<file path="src/rtl/let_defs.svh">
// Register offsets, field positions, reset values and timer constants of the local event table
`ifndef LET_DEFS_SVH
`define LET_DEFS_SVH

`define LET_OFS_TIMER 12'h320
`define LET_OFS_PERF 12'h340
`define LET_OFS_LIN0 12'h350
`define LET_OFS_LIN1 12'h360
`define LET_OFS_START 12'h380
`define LET_OFS_LIVE 12'h390
`define LET_OFS_PRESC 12'h3E0

`define LET_BIT_DLV 12
`define LET_BIT_REMOTE 14
`define LET_BIT_TRIG 15
`define LET_BIT_MASK 16
`define LET_BIT_PERIODIC 17

`define LET_BIT_DIV_HI 3
`define LET_BIT_DIV_MID 1
`define LET_BIT_DIV_LO 0

`define LET_ENTRY_RST 32'h0001_0000
`define LET_COUNT_RST 32'h0000_0000
`define LET_DIVCODE_RST 3'h0
`define LET_VEC_MIN 8'h10
`define LET_NUM_ENTRIES 4

`endif

</file>
<file path="src/rtl/let_pkg.sv">
// Types shared by the local event table and timer
package let_pkg;

    typedef enum logic [2:0] {
        LET_KIND_FIXED = 3'b000,
        LET_KIND_SMI = 3'b010,
        LET_KIND_NMI = 3'b100,
        LET_KIND_EXT = 3'b111
    } let_kind_t;

    typedef enum logic [0:0] {
        LET_HUB_IDLE = 1'b0,
        LET_HUB_BUSY = 1'b1
    } let_hub_t;

    typedef struct packed {
        logic [7:0] vector;
        logic [2:0] kind;
        logic trig;
        logic mask;
        logic periodic;
        logic pend;
        logic dlv;
        logic remote;
        logic err;
    } let_entry_st_t;

    typedef struct packed {
        let_hub_t hubState;
        logic [1:0] srcSel;
        logic reqValid;
        logic [2:0] reqKind;
        logic [7:0] reqVector;
        logic reqLevel;
        logic errPulse;
        logic [31:0] rdData;
        logic rdValid;
        logic [31:0] startCount;
        logic [31:0] liveCount;
        logic [2:0] divCode;
        logic [6:0] prescCnt;
        logic running;
    } let_top_st_t;

endpackage

</file>
<file path="src/rtl/let_src_if.sv">
// Link between one table entry and the delivery hub
`timescale 1ns/1ps
interface let_src_if;
    logic valid;
    logic [2:0] kind;
    logic [7:0] vector;
    logic level;
    logic err;
    logic [31:0] word;
    logic grant;
    logic end_of_service_msg;

    modport entry (output valid, kind, vector, level, err, word, input grant, end_of_service_msg);
    modport hub (input valid, kind, vector, level, err, word, output grant, end_of_service_msg);
endinterface

</file>
<file path="src/rtl/let_entry.sv">
// One local event table entry: configuration, pending request, delivery and remote-pending flags
`timescale 1ns/1ps
`include "let_defs.svh"
module let_entry
    import let_pkg::*;
#(
    parameter bit IS_TIMER = 1'b0,
    parameter bit IS_LOCAL = 1'b0
) (
    // Clock and reset
    input wire logic clock,
    input wire logic rst,
    // Software write of this entry
    input wire logic wrEn,
    input wire logic [31:0] wrData,
    // Source event, one-cycle pulse
    input wire logic evt,
    // Towards the delivery hub
    let_src_if.entry src
);

    let_entry_st_t st_r;
    let_entry_st_t st_nxt;
    logic levelEff;
    logic take;

    ////////////////////////////////////////////////////////////////////////
    // SYSTEM_MGMT_INT and NMI edge only
    // Trigger kind counts for fixed only
    assign levelEff = IS_LOCAL && st_r.trig && (st_r.kind == LET_KIND_FIXED);
    assign take = st_r.pend && !st_r.dlv && !st_r.remote;

    always_comb begin
        st_nxt = st_r;
        st_nxt.err = 1'b0;
        if (src.end_of_service_msg) begin
            st_nxt.remote = 1'b0;
        end
        if (st_r.dlv && src.grant) begin
            st_nxt.dlv = 1'b0;
            if (levelEff) begin
                st_nxt.remote = 1'b1;
            end
        end
        if (take) begin
            st_nxt.pend = 1'b0;
            if (st_r.kind == LET_KIND_FIXED && st_r.vector < `LET_VEC_MIN) begin
                st_nxt.err = 1'b1;
            end else begin
                st_nxt.dlv = 1'b1;
            end
        end
        if (evt && !st_r.mask) begin
            st_nxt.pend = 1'b1;
        end
        if (wrEn) begin
            st_nxt.vector = wrData[7:0];
            st_nxt.kind = wrData[10:8];
            st_nxt.trig = wrData[`LET_BIT_TRIG];
            st_nxt.mask = wrData[`LET_BIT_MASK];
            st_nxt.periodic = IS_TIMER ? wrData[`LET_BIT_PERIODIC] : 1'b0;
        end
    end

    always_ff @(posedge clock) begin
        if (rst) begin
            st_r <= '{vector: 8'h00, kind: 3'h0, trig: 1'b0, mask: 1'(`LET_ENTRY_RST >> `LET_BIT_MASK),
                      periodic: 1'b0, pend: 1'b0, dlv: 1'b0, remote: 1'b0, err: 1'b0};
        end else begin
            st_r <= st_nxt;
        end
    end

    ////////////////////////////////////////////////////////////////////////
    // Vector travels with the request
    assign src.valid = st_r.dlv;
    assign src.kind = st_r.kind;
    assign src.vector = st_r.vector;
    assign src.level = levelEff;
    assign src.err = st_r.err;
    assign src.word = {14'h0000, st_r.periodic, st_r.mask, st_r.trig, st_r.remote, 1'b0, st_r.dlv,
                       1'b0, st_r.kind, st_r.vector};

endmodule

</file>
<file path="src/rtl/let_event_timer.sv">
// Local event table with delivery hub, register port and 32-bit countdown timer
//
// Contract
// - Fixed kind sends the entry's vector
// - Fixed vector below sixteen raises error
// - Kind field selects fixed, SYSTEM_MGMT_INT, NMI, external
// - Delivery flag set until core accepts
// - Remote flag on level acceptance, cleared by service end
// - Remote flag holds further local requests
// - Trigger bit level/edge; SYSTEM_MGMT_INT, NMI edge
// - Local trigger kind applies only fixed
// - Mask bit one blocks reception
// - Timer periodic select: one periodic
// - 32-bit down counter interrupts at zero
// - Periodic mode reloads and continues
// - Live count loads full start count
// - Three-bit code picks clock divisor
// - Local input message raises local event
// - Counter overflow raises masked event
`timescale 1ns/1ps
`include "let_defs.svh"
module let_event_timer
    import let_pkg::*;
(
    // Clock and reset
    input wire logic clock,
    input wire logic rst,
    // Register port, dword accesses
    input wire logic regWr,
    input wire logic regRd,
    input wire logic [11:0] regAddr,
    input wire logic [31:0] regWrData,
    output logic [31:0] regRdData,
    output logic regRdValid,
    // Event sources
    input wire logic perfOverflow,
    input wire logic lintMsgValid,
    input wire logic lintMsgSel,
    // End of service from the core handler
    input wire logic eoiValid,
    input wire logic [7:0] eoiVector,
    // Delivery to the core handler
    output logic coreReqValid,
    output logic [2:0] coreReqKind,
    output logic [7:0] coreReqVector,
    output logic coreReqLevel,
    input wire logic coreAccept,
    // Error report
    output logic illegalVecErr
);

    localparam int NENT = `LET_NUM_ENTRIES;
    localparam logic [11:0] ENT_OFS [NENT] = '{`LET_OFS_TIMER, `LET_OFS_PERF, `LET_OFS_LIN0, `LET_OFS_LIN1};

    let_top_st_t st_r;
    let_top_st_t st_nxt;

    logic [NENT-1:0] entValid;
    logic [NENT-1:0] entLevel;
    logic [NENT-1:0] entErr;
    logic [NENT-1:0] entWr;
    logic [NENT-1:0] entEvt;
    logic [NENT-1:0] grantVec;
    logic [2:0] entKind [NENT];
    logic [7:0] entVector [NENT];
    logic [31:0] entWord [NENT];
    logic timerEvt;
    logic tick;
    logic timerPeriodic;

    ////////////////////////////////////////////////////////////////////////
    // Table entries
    let_src_if src [NENT] ();

    for (genvar i = 0; i < NENT; i++) begin : gEnt
        let_entry #(
            .IS_TIMER(i == 0),
            .IS_LOCAL(i >= 2)
        ) uEntry (
            .clock(clock),
            .rst(rst),
            .wrEn(entWr[i]),
            .wrData(regWrData),
            .evt(entEvt[i]),
            .src(src[i])
        );
        assign entValid[i] = src[i].valid;
        assign entLevel[i] = src[i].level;
        assign entErr[i] = src[i].err;
        assign entKind[i] = src[i].kind;
        assign entVector[i] = src[i].vector;
        assign entWord[i] = src[i].word;
        assign entWr[i] = regWr && (regAddr == ENT_OFS[i]);
        assign src[i].grant = grantVec[i];
        assign src[i].end_of_service_msg = eoiValid && (eoiVector == src[i].vector);
    end

    // Expiry feeds the masked timer entry
    assign entEvt[0] = timerEvt;
    assign entEvt[1] = perfOverflow;
    assign entEvt[2] = lintMsgValid && !lintMsgSel;
    assign entEvt[3] = lintMsgValid && lintMsgSel;

    assign timerPeriodic = entWord[0][`LET_BIT_PERIODIC];

    ////////////////////////////////////////////////////////////////////////
    // Prescaler
    // Divisor from code bits
    function automatic logic [6:0] divLimit(input logic [2:0] code);
        case (code)
            3'h0: divLimit = 7'h01;
            3'h1: divLimit = 7'h03;
            3'h2: divLimit = 7'h07;
            3'h3: divLimit = 7'h0F;
            3'h4: divLimit = 7'h1F;
            3'h5: divLimit = 7'h3F;
            3'h6: divLimit = 7'h7F;
            default: divLimit = 7'h00;
        endcase
    endfunction

    assign tick = (st_r.prescCnt >= divLimit(st_r.divCode));
    assign timerEvt = tick && st_r.running && (st_r.liveCount == 32'h0000_0001);

    always_comb begin
        grantVec = '0;
        if (st_r.hubState == LET_HUB_BUSY && coreAccept) begin
            grantVec[st_r.srcSel] = 1'b1;
        end
    end

    ////////////////////////////////////////////////////////////////////////
    // Next state
    always_comb begin
        st_nxt = st_r;
        st_nxt.errPulse = |entErr;
        st_nxt.rdValid = regRd;

        // Delivery hub; lowest index wins when several wait
        case (st_r.hubState)
            LET_HUB_IDLE: begin
                for (int i = NENT - 1; i >= 0; i--) begin
                    if (entValid[i]) begin
                        st_nxt.srcSel = 2'(i);
                        // Kind passed on to the core
                        st_nxt.reqKind = entKind[i];
                        st_nxt.reqVector = entVector[i];
                        st_nxt.reqLevel = entLevel[i];
                        st_nxt.reqValid = 1'b1;
                        st_nxt.hubState = LET_HUB_BUSY;
                    end
                end
            end
            LET_HUB_BUSY: begin
                if (coreAccept) begin
                    st_nxt.reqValid = 1'b0;
                    st_nxt.hubState = LET_HUB_IDLE;
                end
            end
            default: begin
                st_nxt.hubState = LET_HUB_IDLE;
            end
        endcase

        // Countdown
        st_nxt.prescCnt = tick ? 7'h00 : st_r.prescCnt + 7'h01;
        if (tick && st_r.running) begin
            if (st_r.liveCount == 32'h0000_0001) begin
                if (timerPeriodic && st_r.startCount != 32'h0000_0000) begin
                    st_nxt.liveCount = st_r.startCount;
                end else begin
                    st_nxt.liveCount = 32'h0000_0000;
                    st_nxt.running = 1'b0;
                end
            end else if (st_r.liveCount == 32'h0000_0000) begin
                st_nxt.running = 1'b0;
            end else begin
                st_nxt.liveCount = st_r.liveCount - 32'h0000_0001;
            end
        end

        // Register writes; reserved bits are not stored
        if (regWr) begin
            if (regAddr == `LET_OFS_START) begin
                st_nxt.startCount = regWrData;
                st_nxt.liveCount = regWrData;
                st_nxt.running = (regWrData != 32'h0000_0000);
                st_nxt.prescCnt = 7'h00;
            end else if (regAddr == `LET_OFS_PRESC) begin
                st_nxt.divCode = {regWrData[`LET_BIT_DIV_HI], regWrData[`LET_BIT_DIV_MID],
                                  regWrData[`LET_BIT_DIV_LO]};
            end
        end

        // Register reads; unmapped offsets read as zero
        if (regRd) begin
            if (regAddr == `LET_OFS_TIMER) begin
                st_nxt.rdData = entWord[0];
            end else if (regAddr == `LET_OFS_PERF) begin
                st_nxt.rdData = entWord[1];
            end else if (regAddr == `LET_OFS_LIN0) begin
                st_nxt.rdData = entWord[2];
            end else if (regAddr == `LET_OFS_LIN1) begin
                st_nxt.rdData = entWord[3];
            end else if (regAddr == `LET_OFS_START) begin
                st_nxt.rdData = st_r.startCount;
            end else if (regAddr == `LET_OFS_LIVE) begin
                st_nxt.rdData = st_r.liveCount;
            end else if (regAddr == `LET_OFS_PRESC) begin
                st_nxt.rdData = {28'h000_0000, st_r.divCode[2], 1'b0, st_r.divCode[1:0]};
            end else begin
                st_nxt.rdData = 32'h0000_0000;
            end
        end
    end

    always_ff @(posedge clock) begin
        if (rst) begin
            st_r <= '{hubState: LET_HUB_IDLE, srcSel: 2'h0, reqValid: 1'b0, reqKind: 3'h0,
                      reqVector: 8'h00, reqLevel: 1'b0, errPulse: 1'b0, rdData: 32'h0000_0000,
                      rdValid: 1'b0, startCount: `LET_COUNT_RST, liveCount: `LET_COUNT_RST,
                      divCode: `LET_DIVCODE_RST, prescCnt: 7'h00, running: 1'b0};
        end else begin
            st_r <= st_nxt;
        end
    end

    ////////////////////////////////////////////////////////////////////////
    // Outputs
    assign regRdData = st_r.rdData;
    assign regRdValid = st_r.rdValid;
    assign coreReqValid = st_r.reqValid;
    assign coreReqKind = st_r.reqKind;
    assign coreReqVector = st_r.reqVector;
    assign coreReqLevel = st_r.reqLevel;
    assign illegalVecErr = st_r.errPulse;

endmodule

</file>
<file path="config.mk">
export PLATFORM = sky130hd
export DESIGN_NAME = let_event_timer
export DESIGN_NICKNAME = d
export VERILOG_FILES = /design/src/rtl/let_pkg.sv /design/src/rtl/let_src_if.sv /design/src/rtl/let_entry.sv /design/src/rtl/let_event_timer.sv
export VERILOG_INCLUDE_DIRS = /design/src /design/src/rtl
export SDC_FILE = /design/constraint.sdc
export NUM_CORES = 1
export LEC_CHECK = 0
export BUFFER_PORTS_ARGS = -buffer_cell sky130_fd_sc_hd__buf_2
export CAP_MARGIN = 20
export CORE_MARGIN = 2
export CORE_UTILIZATION = 30
export CTS_CLUSTER_DIAMETER = 80
export CTS_CLUSTER_SIZE = 12
export DETAILED_ROUTE_END_ITERATION = 12
export GPL_TIMING_DRIVEN = 0
export PLACE_DENSITY = 0.51
export SYNTH_ARGS = -nofsm -noshare
export SYNTH_HDL_FRONTEND = slang
export SYNTH_SLANG_ARGS = --single-unit
</file>
<file path="constraint.sdc">
create_clock -name clock -period 3.88 [get_ports clock]
set_clock_uncertainty 0.1 [all_clocks]
set_input_delay 0.194 -clock clock [delete_from_list [all_inputs] [get_ports clock]]
set_output_delay 0.194 -clock clock [all_outputs]
set_load 0.01 [all_outputs]
</file>
==> metrics.txt, run 1 <==
# TYPE chip_impl_metric gauge
chip_impl_metric{name="die_w",unit="microns"} 189
chip_impl_metric{name="cts.clk_slew.worst_paths",unit="ns"} 0.08
chip_impl_metric{name="timing.final.setup_violations",unit=""} 0
chip_impl_metric{name="multi_input_area",unit="sq um"} 5610
chip_impl_metric{name="num-fill-cells",unit=""} 3571
chip_impl_metric{name="power_report.internal_total",unit="mW"} 3.05
chip_impl_metric{name="pin_count",unit=""} 108
chip_impl_metric{name="cp_max_fo",unit=""} 7
chip_impl_info{name="critical_path.endpoint_type",value="flip-flop"} 1
chip_impl_metric{name="global_route.usage.total",unit="%"} 23.8
chip_impl_metric{name="n_antenna_cell",unit=""} 0
chip_impl_metric{name="total_die_area",unit="sq um"} 35700
chip_impl_metric{name="synth.cell_area",unit="sq um"} 10300
chip_impl_metric{name="first_global_vias",unit=""} 9989
chip_impl_metric{name="rows",unit=""} 67
chip_impl_metric{name="detail_route.iter0.violations",unit=""} 1418
chip_impl_info{name="ys_dominant_reg_cell",value="dfxtp_1"} 1
chip_impl_info{name="timing.rr.start",value="st_r[25]"} 1
chip_impl_metric{name="r2r_cells",unit=""} 7
chip_impl_metric{name="dp.cells",unit=""} 1899
chip_impl_metric{name="maxSlewHeadroom",unit="%"} 29.8
chip_impl_metric{name="final_cycle_share",unit="%"} 93.1
chip_impl_metric{name="synth_cell_type_count",unit=""} 77
chip_impl_info{name="timing.critical_path.from_type",value="flip-flop"} 1
chip_impl_metric{name="pre_cts_ws",unit="ns"} -0.0176
chip_impl_metric{name="crit_required",unit="ns"} 4.11
chip_impl_metric{name="yosysSeqAreaShare",unit="%"} 37.4
chip_impl_metric{name="clk-insertion-delay-late",unit="ns"} 0.46
chip_impl_metric{name="ys_async_sr_fraction",unit="%"} 0
chip_impl_metric{name="ff_latch_area",unit="sq um"} 3840
chip_impl_info{name="tritoncts",value="yes"} 1
chip_impl_metric{name="power_share_of_the_clock_group",unit="%"} 44.0
chip_impl_info{name="rsz0062_at_grt",value="no"} 1
chip_impl_metric{name="post_drt_via_cell_ratio",unit=""} 5.56
chip_impl_metric{name="timing.final.crit_period",unit="ns"} 3.61
chip_impl_metric{name="gp_routability_congestion",unit=""} 0.940
chip_impl_metric{name="antenna_violating_nets_post_route",unit=""} 0
chip_impl_metric{name="sw_frac_of_total",unit="%"} 27.2
chip_impl_metric{name="max_freq",unit="MHz"} 277
chip_impl_metric{name="slew_violations",unit=""} 0
chip_impl_metric{name="ys_warn_count",unit=""} 0
chip_impl_metric{name="vias",unit=""} 10892
chip_impl_metric{name="edff_count_synth",unit=""} 0
chip_impl_metric{name="post-layout-total-power",unit="mW"} 4.19
chip_impl_info{name="worst_setup_path_endpoint",value="st_r[38]"} 1
chip_impl_metric{name="antenna_found_initial",unit=""} 0
chip_impl_metric{name="fin_cells",unit=""} 1958
chip_impl_metric{name="postSynthCellCount",unit=""} 1351
chip_impl_metric{name="transition_at_the_pin_with_the_smallest_max_transition_slack",unit="ns"} 1.04
chip_impl_info{name="cp-startpoint",value="st_r[25]"} 1
chip_impl_metric{name="detail_route.first_pass.iterations",unit=""} 5
chip_impl_metric{name="max-cap-violations",unit=""} 0
chip_impl_metric{name="post_drt_wl_per_cell",unit="microns"} 22.1
chip_impl_metric{name="drive_gt1_share",unit="%"} 15.7
chip_impl_metric{name="netSwitchingPower",unit="mW"} 1.14
chip_impl_metric{name="die_h",unit="microns"} 189
chip_impl_metric{name="htree_num_levels",unit=""} 4
chip_impl_info{name="hold_path_class",value="in -> reg"} 1
chip_impl_metric{name="worst-r2r-setup-slack",unit="ns"} 0.27
chip_impl_info{name="cts-root-buf",value="clkbuf_16"} 1
chip_impl_metric{name="syn_avg_cell_area",unit="sq um"} 7.60
chip_impl_metric{name="post-cts-setup-buffer-count",unit=""} 0
chip_impl_metric{name="finalHoldWorstSlack",unit="ns"} 0.0106
chip_impl_metric{name="overflow",unit=""} 0
chip_impl_metric{name="arrival",unit="ns"} 3.84
chip_impl_metric{name="cts.sinks",unit=""} 192
chip_impl_metric{name="routed_wirelength",unit="mm"} 43.2
chip_impl_metric{name="report.final.hold_viol_count",unit=""} 0
chip_impl_metric{name="cts_inserted_buffers",unit=""} 17
chip_impl_metric{name="p_comb_share",unit="%"} 8.3
chip_impl_metric{name="fp.coreArea",unit="sq um"} 33600
chip_impl_metric{name="synth.ff_latch_count",unit=""} 192
chip_impl_metric{name="num-nets-final",unit=""} 1569
chip_impl_metric{name="number_of_nets_in_the_synthesized_netlist",unit=""} 1423
chip_impl_metric{name="buffer_ports.inserted",unit=""} 100
chip_impl_metric{name="power.density_cell_area",unit="nW/um^2"} 343
chip_impl_metric{name="p_seq_share",unit="%"} 47.7
chip_impl_metric{name="drt_drc_violations_left",unit=""} 0
chip_impl_metric{name="vdd.ir_drop.worst",unit="V"} 0.000284
chip_impl_info{name="status",value="complete, no violations"} 1
chip_impl_info{name="layout.cells.most_common",value="nand2_1"} 1
chip_impl_metric{name="initial_utilization",unit="%"} 30.6
chip_impl_metric{name="setup_slack",unit="ns"} 0.270
chip_impl_metric{name="fin_util",unit="%"} 36.3
chip_impl_metric{name="p_leak",unit="nW"} 4.67
chip_impl_metric{name="dpl.hpwl",unit="mm"} 31.9
chip_impl_metric{name="largest_net_degree_at_the_start_of_global_routing",unit=""} 19
chip_impl_metric{name="grt_pass1_wl",unit="mm"} 63.7
chip_impl_info{name="most-common-layout-cells",value="nand2_1 (262), dfxtp_1 (192), a21oi_1 (176)"} 1
chip_impl_info{name="rr_endpoint",value="st_r[38]"} 1
chip_impl_info{name="path_class",value="reg -> reg"} 1
chip_impl_metric{name="area_delta_synth_final",unit="%"} 18.9
chip_impl_metric{name="cts-root-to-sink-buffers",unit=""} 2
[Yosys cell counts (all sizes together) (3+ instances only)]
library cell	number	area share [%]
nor3	26	1.3
or2	7	0.45
ha	11	1.3
nor2b	3	0.18
a32oi	5	0.43
nand3	25	1.2
a22oi	25	1.8
a31oi	10	0.61
nand2b	9	0.55
or4	8	0.62
or3	7	0.43
a211oi	26	1.9
nand4	11	0.67
a221o	5	0.49
xnor2	8	0.68
nand2	262	9.6
o211ai	8	0.58
nor4	42	3.1
inv	27	0.99
nor2	129	4.7
and3	13	0.79
buf	55	4.0
a21o	5	0.37
o31ai	3	0.22
mux2i	6	0.58
o21ai	35	1.7
o22ai	5	0.30
a311oi	5	0.43
clkbuf	83	3.0
and2	4	0.24
nor4b	3	0.26
a2111oi	12	1.0
mux2	31	3.4
a221oi	14	1.2
o2111ai	3	0.26
xor2	18	1.5
dfxtp	192	37
a2bb2oi	3	0.26
o221ai	4	0.34
a21oi	176	8.6
[stage by stage]
step	cell area (sq um)	TNS [ns]
after floorplan	10300	0
after global placement	11300	0
after detailed placement	11300	-0.0176
after CTS	12200	0
after global routing	12200	0
final	12200	0
[registers in the layout (all words and copies together) (netlist names), 3 cells and up]
name / flops
gEnt.uEntry.src.kind: 12
regRdData: 32
gEnt.uEntry.st_r: 4
gEnt.uEntry.src.err: 4
coreReqVector: 8
gEnt.uEntry.src.valid: 4
gEnt.uEntry.src.vector: 32
gEnt.uEntry.src.word: 11
coreReqKind: 3
st_r: 78
[layer usage]
metal | part of all wire [%] | wire length, microns | GRT usage [%]
met5 | 0 | 0 | 0
met1 | 45 | 19600 | 34.0
met3 | 8.1 | 3520 | 4.00
met4 | 2.8 | 1190 | 8.74
met2 | 44 | 18900 | 36.0
[power groups by stage]
stage / Clock (mW) / Combinational, mW / Sequential (mW)
3_5_place_dp: 0 / 0.321 / 2.04
6_report: 1.84 / 0.350 / 2.00
5_1_grt: 1.95 / 0.372 / 2.00
2_1_floorplan: 0 / 0.168 / 2.04
3_3_place_gp: 0 / 0.320 / 2.04
4_1_cts: 1.87 / 0.341 / 2.00
[how the worst min path moves through the flow]
stage,startpoint,endpoint,slack (ns),cells after the start
finish,regWrData[31],st_r[74],0.01,3
global placement,perfOverflow,gEnt[1].uEntry.st_r[3],0.33,3
global route,regWrData[10],st_r[21],0.007,3
CTS,regWrData[15],gEnt[3].uEntry.src.word[15],0.006,3
floorplan,regWrData[22],st_r[33],0.20,2
detailed placement,regWrData[22],st_r[33],0.33,3
[area by class of cell]
| type | count | area share (%) |
|---|---|---|
| repair buffers | 127 | 6.31 |
| multi-input cells | 993 | 45.9 |
| well taps | 448 | 4.59 |
| clock inverters | 13 | 1.20 |
| clock buffers | 19 | 3.71 |
| inverters | 28 | 0.861 |
| flip-flops and latches | 192 | 31.5 |
| plain buffers | 138 | 5.95 |
[logic make-up after synthesis]
group                    after synthesis  synth area share, %
AND/OR/NAND/NOR                      558                 25.0
AO/OA/AOI/OAI                        361                 21.9
flip-flops                           192                 37.4
buffers and inverters                166                 8.08
multiplexers                          37                 4.02
XOR/XNOR                              26                 2.22
adder cells (fa/ha/maj)               11                 1.34
[worst max-delay path: stages, from the launching register on]
cell and delay (ns):
dfxtp_1 0.38, nor4_1 0.72, nand3_1 0.42, or4_1 0.68
nor4_2 0.58, o21ai_0 0.13, and3_1 0.22, a221o_1 0.25
[timing repair]
action                                  in CTS  in global routing
endpoints found under the setup margin       1                 12
gates cloned                                 0                  0
resized for setup                            1                  3
endpoints found under the hold margin       47                  1
hold buffers                                26                  1
No activity file was read; power rests on OpenSTA's default activity.
==> run 2, diff against run 1 <==
--- a/config.mk
+++ b/config.mk
@@ -8,12 +8,12 @@
 export LEC_CHECK = 0
 export BUFFER_PORTS_ARGS = -buffer_cell sky130_fd_sc_hd__buf_2
 export CAP_MARGIN = 20
+export CORE_ASPECT_RATIO = 1.4
 export CORE_MARGIN = 2
 export CORE_UTILIZATION = 30
 export CTS_CLUSTER_DIAMETER = 80
 export CTS_CLUSTER_SIZE = 12
 export DETAILED_ROUTE_END_ITERATION = 12
-export GPL_TIMING_DRIVEN = 0
 export PLACE_DENSITY = 0.51
 export SYNTH_ARGS = -nofsm -noshare
 export SYNTH_HDL_FRONTEND = slang
==> run 2 against run 1 <==
  * Via count fell by 8.0%
  * Die area barely moved
  * First-iteration DRC count fell by 51%
  * Global-route usage fell by 3.2 points
  * Clock power rose by 8%
  * Sequential cell count did not move
  * Clock-buffer cell count rose by 3
  * Combinational power fell by 12%
==> metrics.txt, run 2 (same netlist as run 1, synthesis figures left out) <==
# TYPE chip_impl_metric gauge
chip_impl_info{name="grt_most_used_layer",value="met2"} 1
chip_impl_metric{name="transition_at_the_pin_with_the_smallest_max_transition_slack",unit="ns"} 1.04
chip_impl_info{name="timing.critical_path.from_type",value="flip-flop"} 1
chip_impl_metric{name="max-cap-violations",unit=""} 0
chip_impl_metric{name="rows",unit=""} 80
chip_impl_info{name="path_class",value="reg -> reg"} 1
chip_impl_metric{name="cts.clk_slew.worst_paths",unit="ns"} 0.08
chip_impl_metric{name="num-fill-cells",unit=""} 3600
chip_impl_metric{name="fp.coreArea",unit="sq um"} 33900
chip_impl_metric{name="layout.cell_area.non_filler",unit="sq um"} 11900
chip_impl_info{name="status",value="complete, no violations"} 1
chip_impl_metric{name="gp_routability_congestion",unit=""} 0.916
chip_impl_info{name="rsz0062_at_grt",value="no"} 1
chip_impl_metric{name="grt_pass1_wl",unit="mm"} 57.6
chip_impl_metric{name="buffer_ports.inserted",unit=""} 107
chip_impl_metric{name="post_drt_via_cell_ratio",unit=""} 5.36
chip_impl_metric{name="p_leak",unit="nW"} 4.52
chip_impl_metric{name="crit_required",unit="ns"} 4.15
chip_impl_metric{name="num-nets-final",unit=""} 1479
chip_impl_info{name="tritoncts",value="yes"} 1
chip_impl_metric{name="groute.layer.met3.usage",unit="%"} 3.12
chip_impl_metric{name="dpl-instance-area",unit="sq um"} 10900
chip_impl_metric{name="power.density_cell_area",unit="nW/um^2"} 359
chip_impl_metric{name="overflow",unit=""} 0
chip_impl_metric{name="setup_slack",unit="ns"} 0.720
chip_impl_metric{name="report.final.hold_viol_count",unit=""} 0
chip_impl_metric{name="post_drt_wl_per_cell",unit="microns"} 19.8
chip_impl_metric{name="grt_util_met2",unit="%"} 37.1
chip_impl_metric{name="drt_drc_violations_left",unit=""} 0
chip_impl_info{name="largest_register_by_flop_count",value="st_r"} 1
chip_impl_metric{name="cts.sinks",unit=""} 192
chip_impl_info{name="most-common-layout-cells",value="nand2_1 (262), dfxtp_1 (192), a21oi_1 (176)"} 1
chip_impl_metric{name="worst-r2r-setup-slack",unit="ns"} 0.72
chip_impl_metric{name="first_global_vias",unit=""} 9833
chip_impl_metric{name="antenna_found_initial",unit=""} 1
chip_impl_metric{name="pre_cts_ws",unit="ns"} 0.738
chip_impl_metric{name="detail_route.iter0.violations",unit=""} 694
chip_impl_info{name="critical_path.endpoint_type",value="flip-flop"} 1
chip_impl_metric{name="total_die_area",unit="sq um"} 35800
chip_impl_metric{name="n_antenna_cell",unit=""} 0
chip_impl_info{name="layout.cells.most_common",value="nand2_1"} 1
chip_impl_metric{name="post-cts-setup-buffer-count",unit=""} 0
chip_impl_metric{name="routed_wirelength",unit="mm"} 37.0
chip_impl_metric{name="drive_gt1_share",unit="%"} 15.6
chip_impl_metric{name="area_delta_synth_final",unit="%"} 16.0
chip_impl_metric{name="largest_reg_flops",unit=""} 78
chip_impl_metric{name="maxSlewHeadroom",unit="%"} 30.5
chip_impl_info{name="cts-root-buf",value="clkbuf_16"} 1
chip_impl_metric{name="htree_num_levels",unit=""} 4
chip_impl_metric{name="fin_util",unit="%"} 35.1
chip_impl_metric{name="final_cycle_share",unit="%"} 81.5
chip_impl_metric{name="timing.final.crit_period",unit="ns"} 3.16
chip_impl_metric{name="dpl.hpwl",unit="mm"} 26.7
chip_impl_metric{name="gr-usage-met1",unit="%"} 24.4
chip_impl_metric{name="pin_count",unit=""} 108
chip_impl_metric{name="detail_route.first_pass.iterations",unit=""} 5
chip_impl_metric{name="timing.setup.tns",unit="ns"} 0
chip_impl_info{name="hold_path_class",value="in -> reg"} 1
chip_impl_metric{name="slew_violations",unit=""} 0
chip_impl_metric{name="antenna_violating_nets_post_route",unit=""} 0
chip_impl_metric{name="vias",unit=""} 10026
chip_impl_metric{name="vdd.ir_drop.worst",unit="V"} 0.000217
chip_impl_metric{name="arrival",unit="ns"} 3.43
chip_impl_metric{name="max_freq",unit="MHz"} 316
chip_impl_metric{name="clk-insertion-delay-late",unit="ns"} 0.46
chip_impl_metric{name="timing.final.setup_violations",unit=""} 0
chip_impl_metric{name="die_w",unit="microns"} 160
chip_impl_metric{name="cp_max_fo",unit=""} 11
chip_impl_metric{name="initial_utilization",unit="%"} 30.3
chip_impl_metric{name="die_h",unit="microns"} 223
chip_impl_metric{name="largest_net_degree_at_the_start_of_global_routing",unit=""} 85
chip_impl_metric{name="cts-root-to-sink-buffers",unit=""} 2
chip_impl_metric{name="cts_inserted_buffers",unit=""} 17
chip_impl_metric{name="global_route.usage.total",unit="%"} 20.7
chip_impl_metric{name="finalHoldWorstSlack",unit="ns"} 0.0176
run 2: critical path, stage by stage (launching register included):
cell	delay, ns
dfxtp_1	0.37
or4_1	0.61
or4b_4	0.64
nor4_4	0.52
or2_4	0.25
nor2_2	0.04
mux2_4	0.29
o32ai_1	0.24
run 2: metal layers:
metal / wire length [microns] / up-vias
met5: 0 / -
met4: 1420 / 0
met3: 1800 / 69
met2: 18800 / 316
met1: 15000 / 4769
li1: - / 4872
run 2: power breakdown:
part | leakage [nW] | switching, mW | internal, mW
clock network | 0.313 | 0.834 | 1.14
logic | 2.66 | 0.193 | 0.115
registers | 1.55 | 0.0131 | 1.99
run 2: repair_timing:
item / 4_1_cts / 5_1_grt
endpoints found under the hold margin: 88 / 0
resized for setup: 0 / 0
hold buffers: 36 / 0
run 2: final timing paths:
check                                            start  cells past startpoint                          end
worst max register to register                st_r[27]                      7                     st_r[20]
worst min-delay path                     regWrData[15]                      3  gEnt[1].uEntry.src.word[15]
worst max-delay path                          st_r[27]                      7                     st_r[20]
worst min register to register  gEnt[2].uEntry.src.err                      2                illegalVecErr
run 2: stage by stage:
stage / total power [mW] / cells
6_report: 4.28 / 1871
5_1_grt: 4.43 / 1871
4_1_cts: 4.32 / 1871
2_1_floorplan: 2.21 / 1351
3_3_place_gp: 2.32 / 1803
3_5_place_dp: 2.33 / 1803
run 2: final cells by class:
class                      instances  area [sq um]  share of cell area, %
tap                              451           564                   4.73
timing repair buffer             175          1140                   9.55
sequential                       192          3840                   32.2
clock inverter                    10           170                   1.43
clock buffer                      22           474                   3.98
multi-input combinational        993          5620                   47.2
inverter                          28           105                  0.882
==> run 3, diff against run 2 <==
--- a/config.mk
+++ b/config.mk
@@ -14,7 +14,7 @@
 export CTS_CLUSTER_DIAMETER = 80
 export CTS_CLUSTER_SIZE = 12
 export DETAILED_ROUTE_END_ITERATION = 12
-export PLACE_DENSITY = 0.51
+export PLACE_DENSITY = 0.53
 export SYNTH_ARGS = -nofsm -noshare
 export SYNTH_HDL_FRONTEND = slang
 export SYNTH_SLANG_ARGS = --single-unit
==> constraint.sdc (replaced) <==
create_clock -name clock -period 2.8 [get_ports clock]
set_clock_uncertainty 0.1 [all_clocks]
set_input_delay 0.14 -clock clock [delete_from_list [all_inputs] [get_ports clock]]
set_output_delay 0.14 -clock clock [all_outputs]
set_load 0.01 [all_outputs]
==> run 3 against run 2 <==
  * Via count rose by 3.7%
  * Non-clock buffer count rose by 58
  * Sequential power rose by 38%
  * First-iteration DRC count rose by 7.6%
  * Highest routed layer unchanged
  * Critical path depth rose by 2
  * Clock power rose by 29%
  * Wire length rose by 1.1%
  * Critical endpoint is now st_r[42]
  * Worst hold slack improved by 0.027 ns
  * Maximum frequency rose by 15%
==> metrics.txt, run 3 (same netlist as run 1, synthesis figures left out) <==
# TYPE chip_impl_metric gauge
chip_impl_info{name="most-common-layout-cells",value="nand2_1 (261), dfxtp_1 (190), a21oi_1 (175)"} 1
chip_impl_metric{name="die_h",unit="microns"} 223
chip_impl_info{name="largest_register_by_flop_count",value="st_r"} 1
chip_impl_metric{name="drt_drc_violations_left",unit=""} 0
chip_impl_metric{name="r2r_cells",unit=""} 9
chip_impl_metric{name="largest_reg_flops",unit=""} 78
chip_impl_metric{name="clk-insertion-delay-late",unit="ns"} 0.45
chip_impl_metric{name="detail_route.first_pass.iterations",unit=""} 5
chip_impl_metric{name="gp_routability_congestion",unit=""} 0.874
chip_impl_info{name="cp-startpoint",value="st_r[30]"} 1
chip_impl_metric{name="cts-root-to-sink-buffers",unit=""} 2
chip_impl_metric{name="overflow",unit=""} 0
chip_impl_metric{name="rows",unit=""} 80
chip_impl_metric{name="post-layout-total-power",unit="mW"} 5.79
chip_impl_metric{name="finalHoldWorstSlack",unit="ns"} 0.0450
chip_impl_info{name="path_class",value="reg -> reg"} 1
chip_impl_metric{name="post_drt_via_cell_ratio",unit=""} 5.39
chip_impl_info{name="timing.rr.start",value="st_r[30]"} 1
chip_impl_metric{name="power.density_cell_area",unit="nW/um^2"} 464
chip_impl_info{name="cts-root-buf",value="clkbuf_16"} 1
chip_impl_info{name="timing.critical_path.from_type",value="flip-flop"} 1
chip_impl_metric{name="area_delta_synth_final",unit="%"} 21.5
chip_impl_info{name="layout.cells.most_common",value="nand2_1"} 1
chip_impl_metric{name="detail_route.iter0.violations",unit=""} 747
chip_impl_info{name="status",value="complete, no violations"} 1
chip_impl_metric{name="pre_cts_ws",unit="ns"} -0.157
chip_impl_metric{name="n_antenna_cell",unit=""} 0
chip_impl_metric{name="pin_count",unit=""} 108
chip_impl_metric{name="dpl-instance-area",unit="sq um"} 11400
chip_impl_metric{name="p_leak",unit="nW"} 4.83
chip_impl_metric{name="cts.sinks",unit=""} 192
chip_impl_metric{name="cts.clk_slew.worst_paths",unit="ns"} 0.08
chip_impl_metric{name="grt_pass1_wl",unit="mm"} 58.3
chip_impl_metric{name="largest_net_degree_at_the_start_of_global_routing",unit=""} 164
chip_impl_metric{name="timing.final.crit_period",unit="ns"} 2.74
chip_impl_info{name="worst_setup_path_endpoint",value="st_r[42]"} 1
chip_impl_metric{name="routed_wirelength",unit="mm"} 37.4
chip_impl_metric{name="num-nets-final",unit=""} 1537
chip_impl_metric{name="report.final.hold_viol_count",unit=""} 0
chip_impl_metric{name="max-cap-violations",unit=""} 0
chip_impl_metric{name="vdd.ir_drop.worst",unit="V"} 0.000327
chip_impl_info{name="hold_path_class",value="in -> reg"} 1
chip_impl_metric{name="htree_num_levels",unit=""} 4
chip_impl_metric{name="timing.setup.tns",unit="ns"} 0
chip_impl_metric{name="post_drt_wl_per_cell",unit="microns"} 19.4
chip_impl_metric{name="cts_inserted_buffers",unit=""} 17
chip_impl_metric{name="antenna_found_initial",unit=""} 0
chip_impl_metric{name="max_freq",unit="MHz"} 365
chip_impl_metric{name="fin_util",unit="%"} 36.8
chip_impl_metric{name="maxSlewHeadroom",unit="%"} 44.1
chip_impl_metric{name="first_global_vias",unit=""} 10124
chip_impl_info{name="tritoncts",value="yes"} 1
chip_impl_metric{name="total_die_area",unit="sq um"} 35800
chip_impl_metric{name="worst-r2r-setup-slack",unit="ns"} 0.06
chip_impl_metric{name="transition_at_the_pin_with_the_smallest_max_transition_slack",unit="ns"} 0.835
chip_impl_metric{name="layout.cell_area.non_filler",unit="sq um"} 12500
chip_impl_metric{name="antenna_violating_nets_post_route",unit=""} 0
chip_impl_info{name="critical_path.endpoint_type",value="flip-flop"} 1
chip_impl_metric{name="final_cycle_share",unit="%"} 97.8
chip_impl_metric{name="dp.cells",unit=""} 1855
chip_impl_metric{name="crit_required",unit="ns"} 3.00
chip_impl_metric{name="buffer_ports.inserted",unit=""} 107
chip_impl_metric{name="fin_cells",unit=""} 1929
chip_impl_metric{name="setup_slack",unit="ns"} 0.0610
chip_impl_metric{name="arrival",unit="ns"} 2.94
chip_impl_metric{name="initial_utilization",unit="%"} 30.3
chip_impl_metric{name="dpl.hpwl",unit="mm"} 27.2
chip_impl_metric{name="fp.coreArea",unit="sq um"} 33900
chip_impl_metric{name="die_w",unit="microns"} 160
chip_impl_metric{name="cp_max_fo",unit=""} 6
chip_impl_metric{name="vias",unit=""} 10401
chip_impl_info{name="rsz0062_at_grt",value="yes"} 1
chip_impl_metric{name="slew_violations",unit=""} 0
chip_impl_metric{name="timing.final.setup_violations",unit=""} 0
chip_impl_metric{name="global_route.usage.total",unit="%"} 20.7
chip_impl_metric{name="drive_gt1_share",unit="%"} 20.0
chip_impl_info{name="rr_endpoint",value="st_r[42]"} 1
## run 3: changes by cell type in the layout (fill, tap and decap cells not counted), sizes merged
cell,previous run,this run
buf,139,196
bufinv,4,2
clkbuf,22,20
clkinvlp,1,3
dlygate4sd3,36,37
inv,30,32
## run 3: how the worst min path moves through the flow
stage                              from                     endpoint  slack [ns]  depth (start not counted)
after floorplan           regWrData[22]                     st_r[33]        0.15                          2
after global placement     perfOverflow       gEnt[1].uEntry.st_r[3]        0.29                          3
after detailed placement  regWrData[25]                     st_r[36]        0.28                          3
after CTS                      eoiValid  gEnt[3].uEntry.src.word[14]        0.03                          4
after global routing           eoiValid  gEnt[3].uEntry.src.word[14]        0.05                          4
final                          eoiValid  gEnt[3].uEntry.src.word[14]        0.05                          4
## run 3: where the power goes
group	leakage (nW)	internal (mW)	switching [mW]
Clock	0.286	1.39	1.17
Sequential	1.55	2.75	0.0162
Combinational	2.99	0.190	0.273
Total	4.83	4.33	1.46
## run 3: per-layer routing
metal	part of all wire [%]	GRT usage, %	vias up
met1	41	24.2	4960
li1	-	-	4997
met2	52	38.1	371
met3	4.5	2.88	73
met5	0	0	-
met4	3.1	7.88	0
## run 3: repair_timing
item,CTS,global route
buffers inserted,1,4
gates resized for setup,3,19
setup endpoints to repair,17,31
pin swaps,2,5
endpoints found under the hold margin,107,0
hold buffers,37,0
## run 3: critical path, stage by stage, from the launching register on
cell and delay [ns]:
dfxtp_2 0.32, or4_4 0.53, or4b_4 0.52, buf_12 0.16, nor3_2 0.27, nor4_2 0.08, buf_4 0.17, a31o_2 0.24
a21oi_1 0.13, a211oi_1 0.06
## run 3: final cells by class
cell class,instances,area [sq um]
Clock inverter,12,146
Tap cell,451,564
Inverter,28,105
Sequential cell,192,3850
Fill cell,3517,21500
Timing Repair Buffer,233,1680
Multi-Input combinational cell,993,5680
Clock buffer,20,457
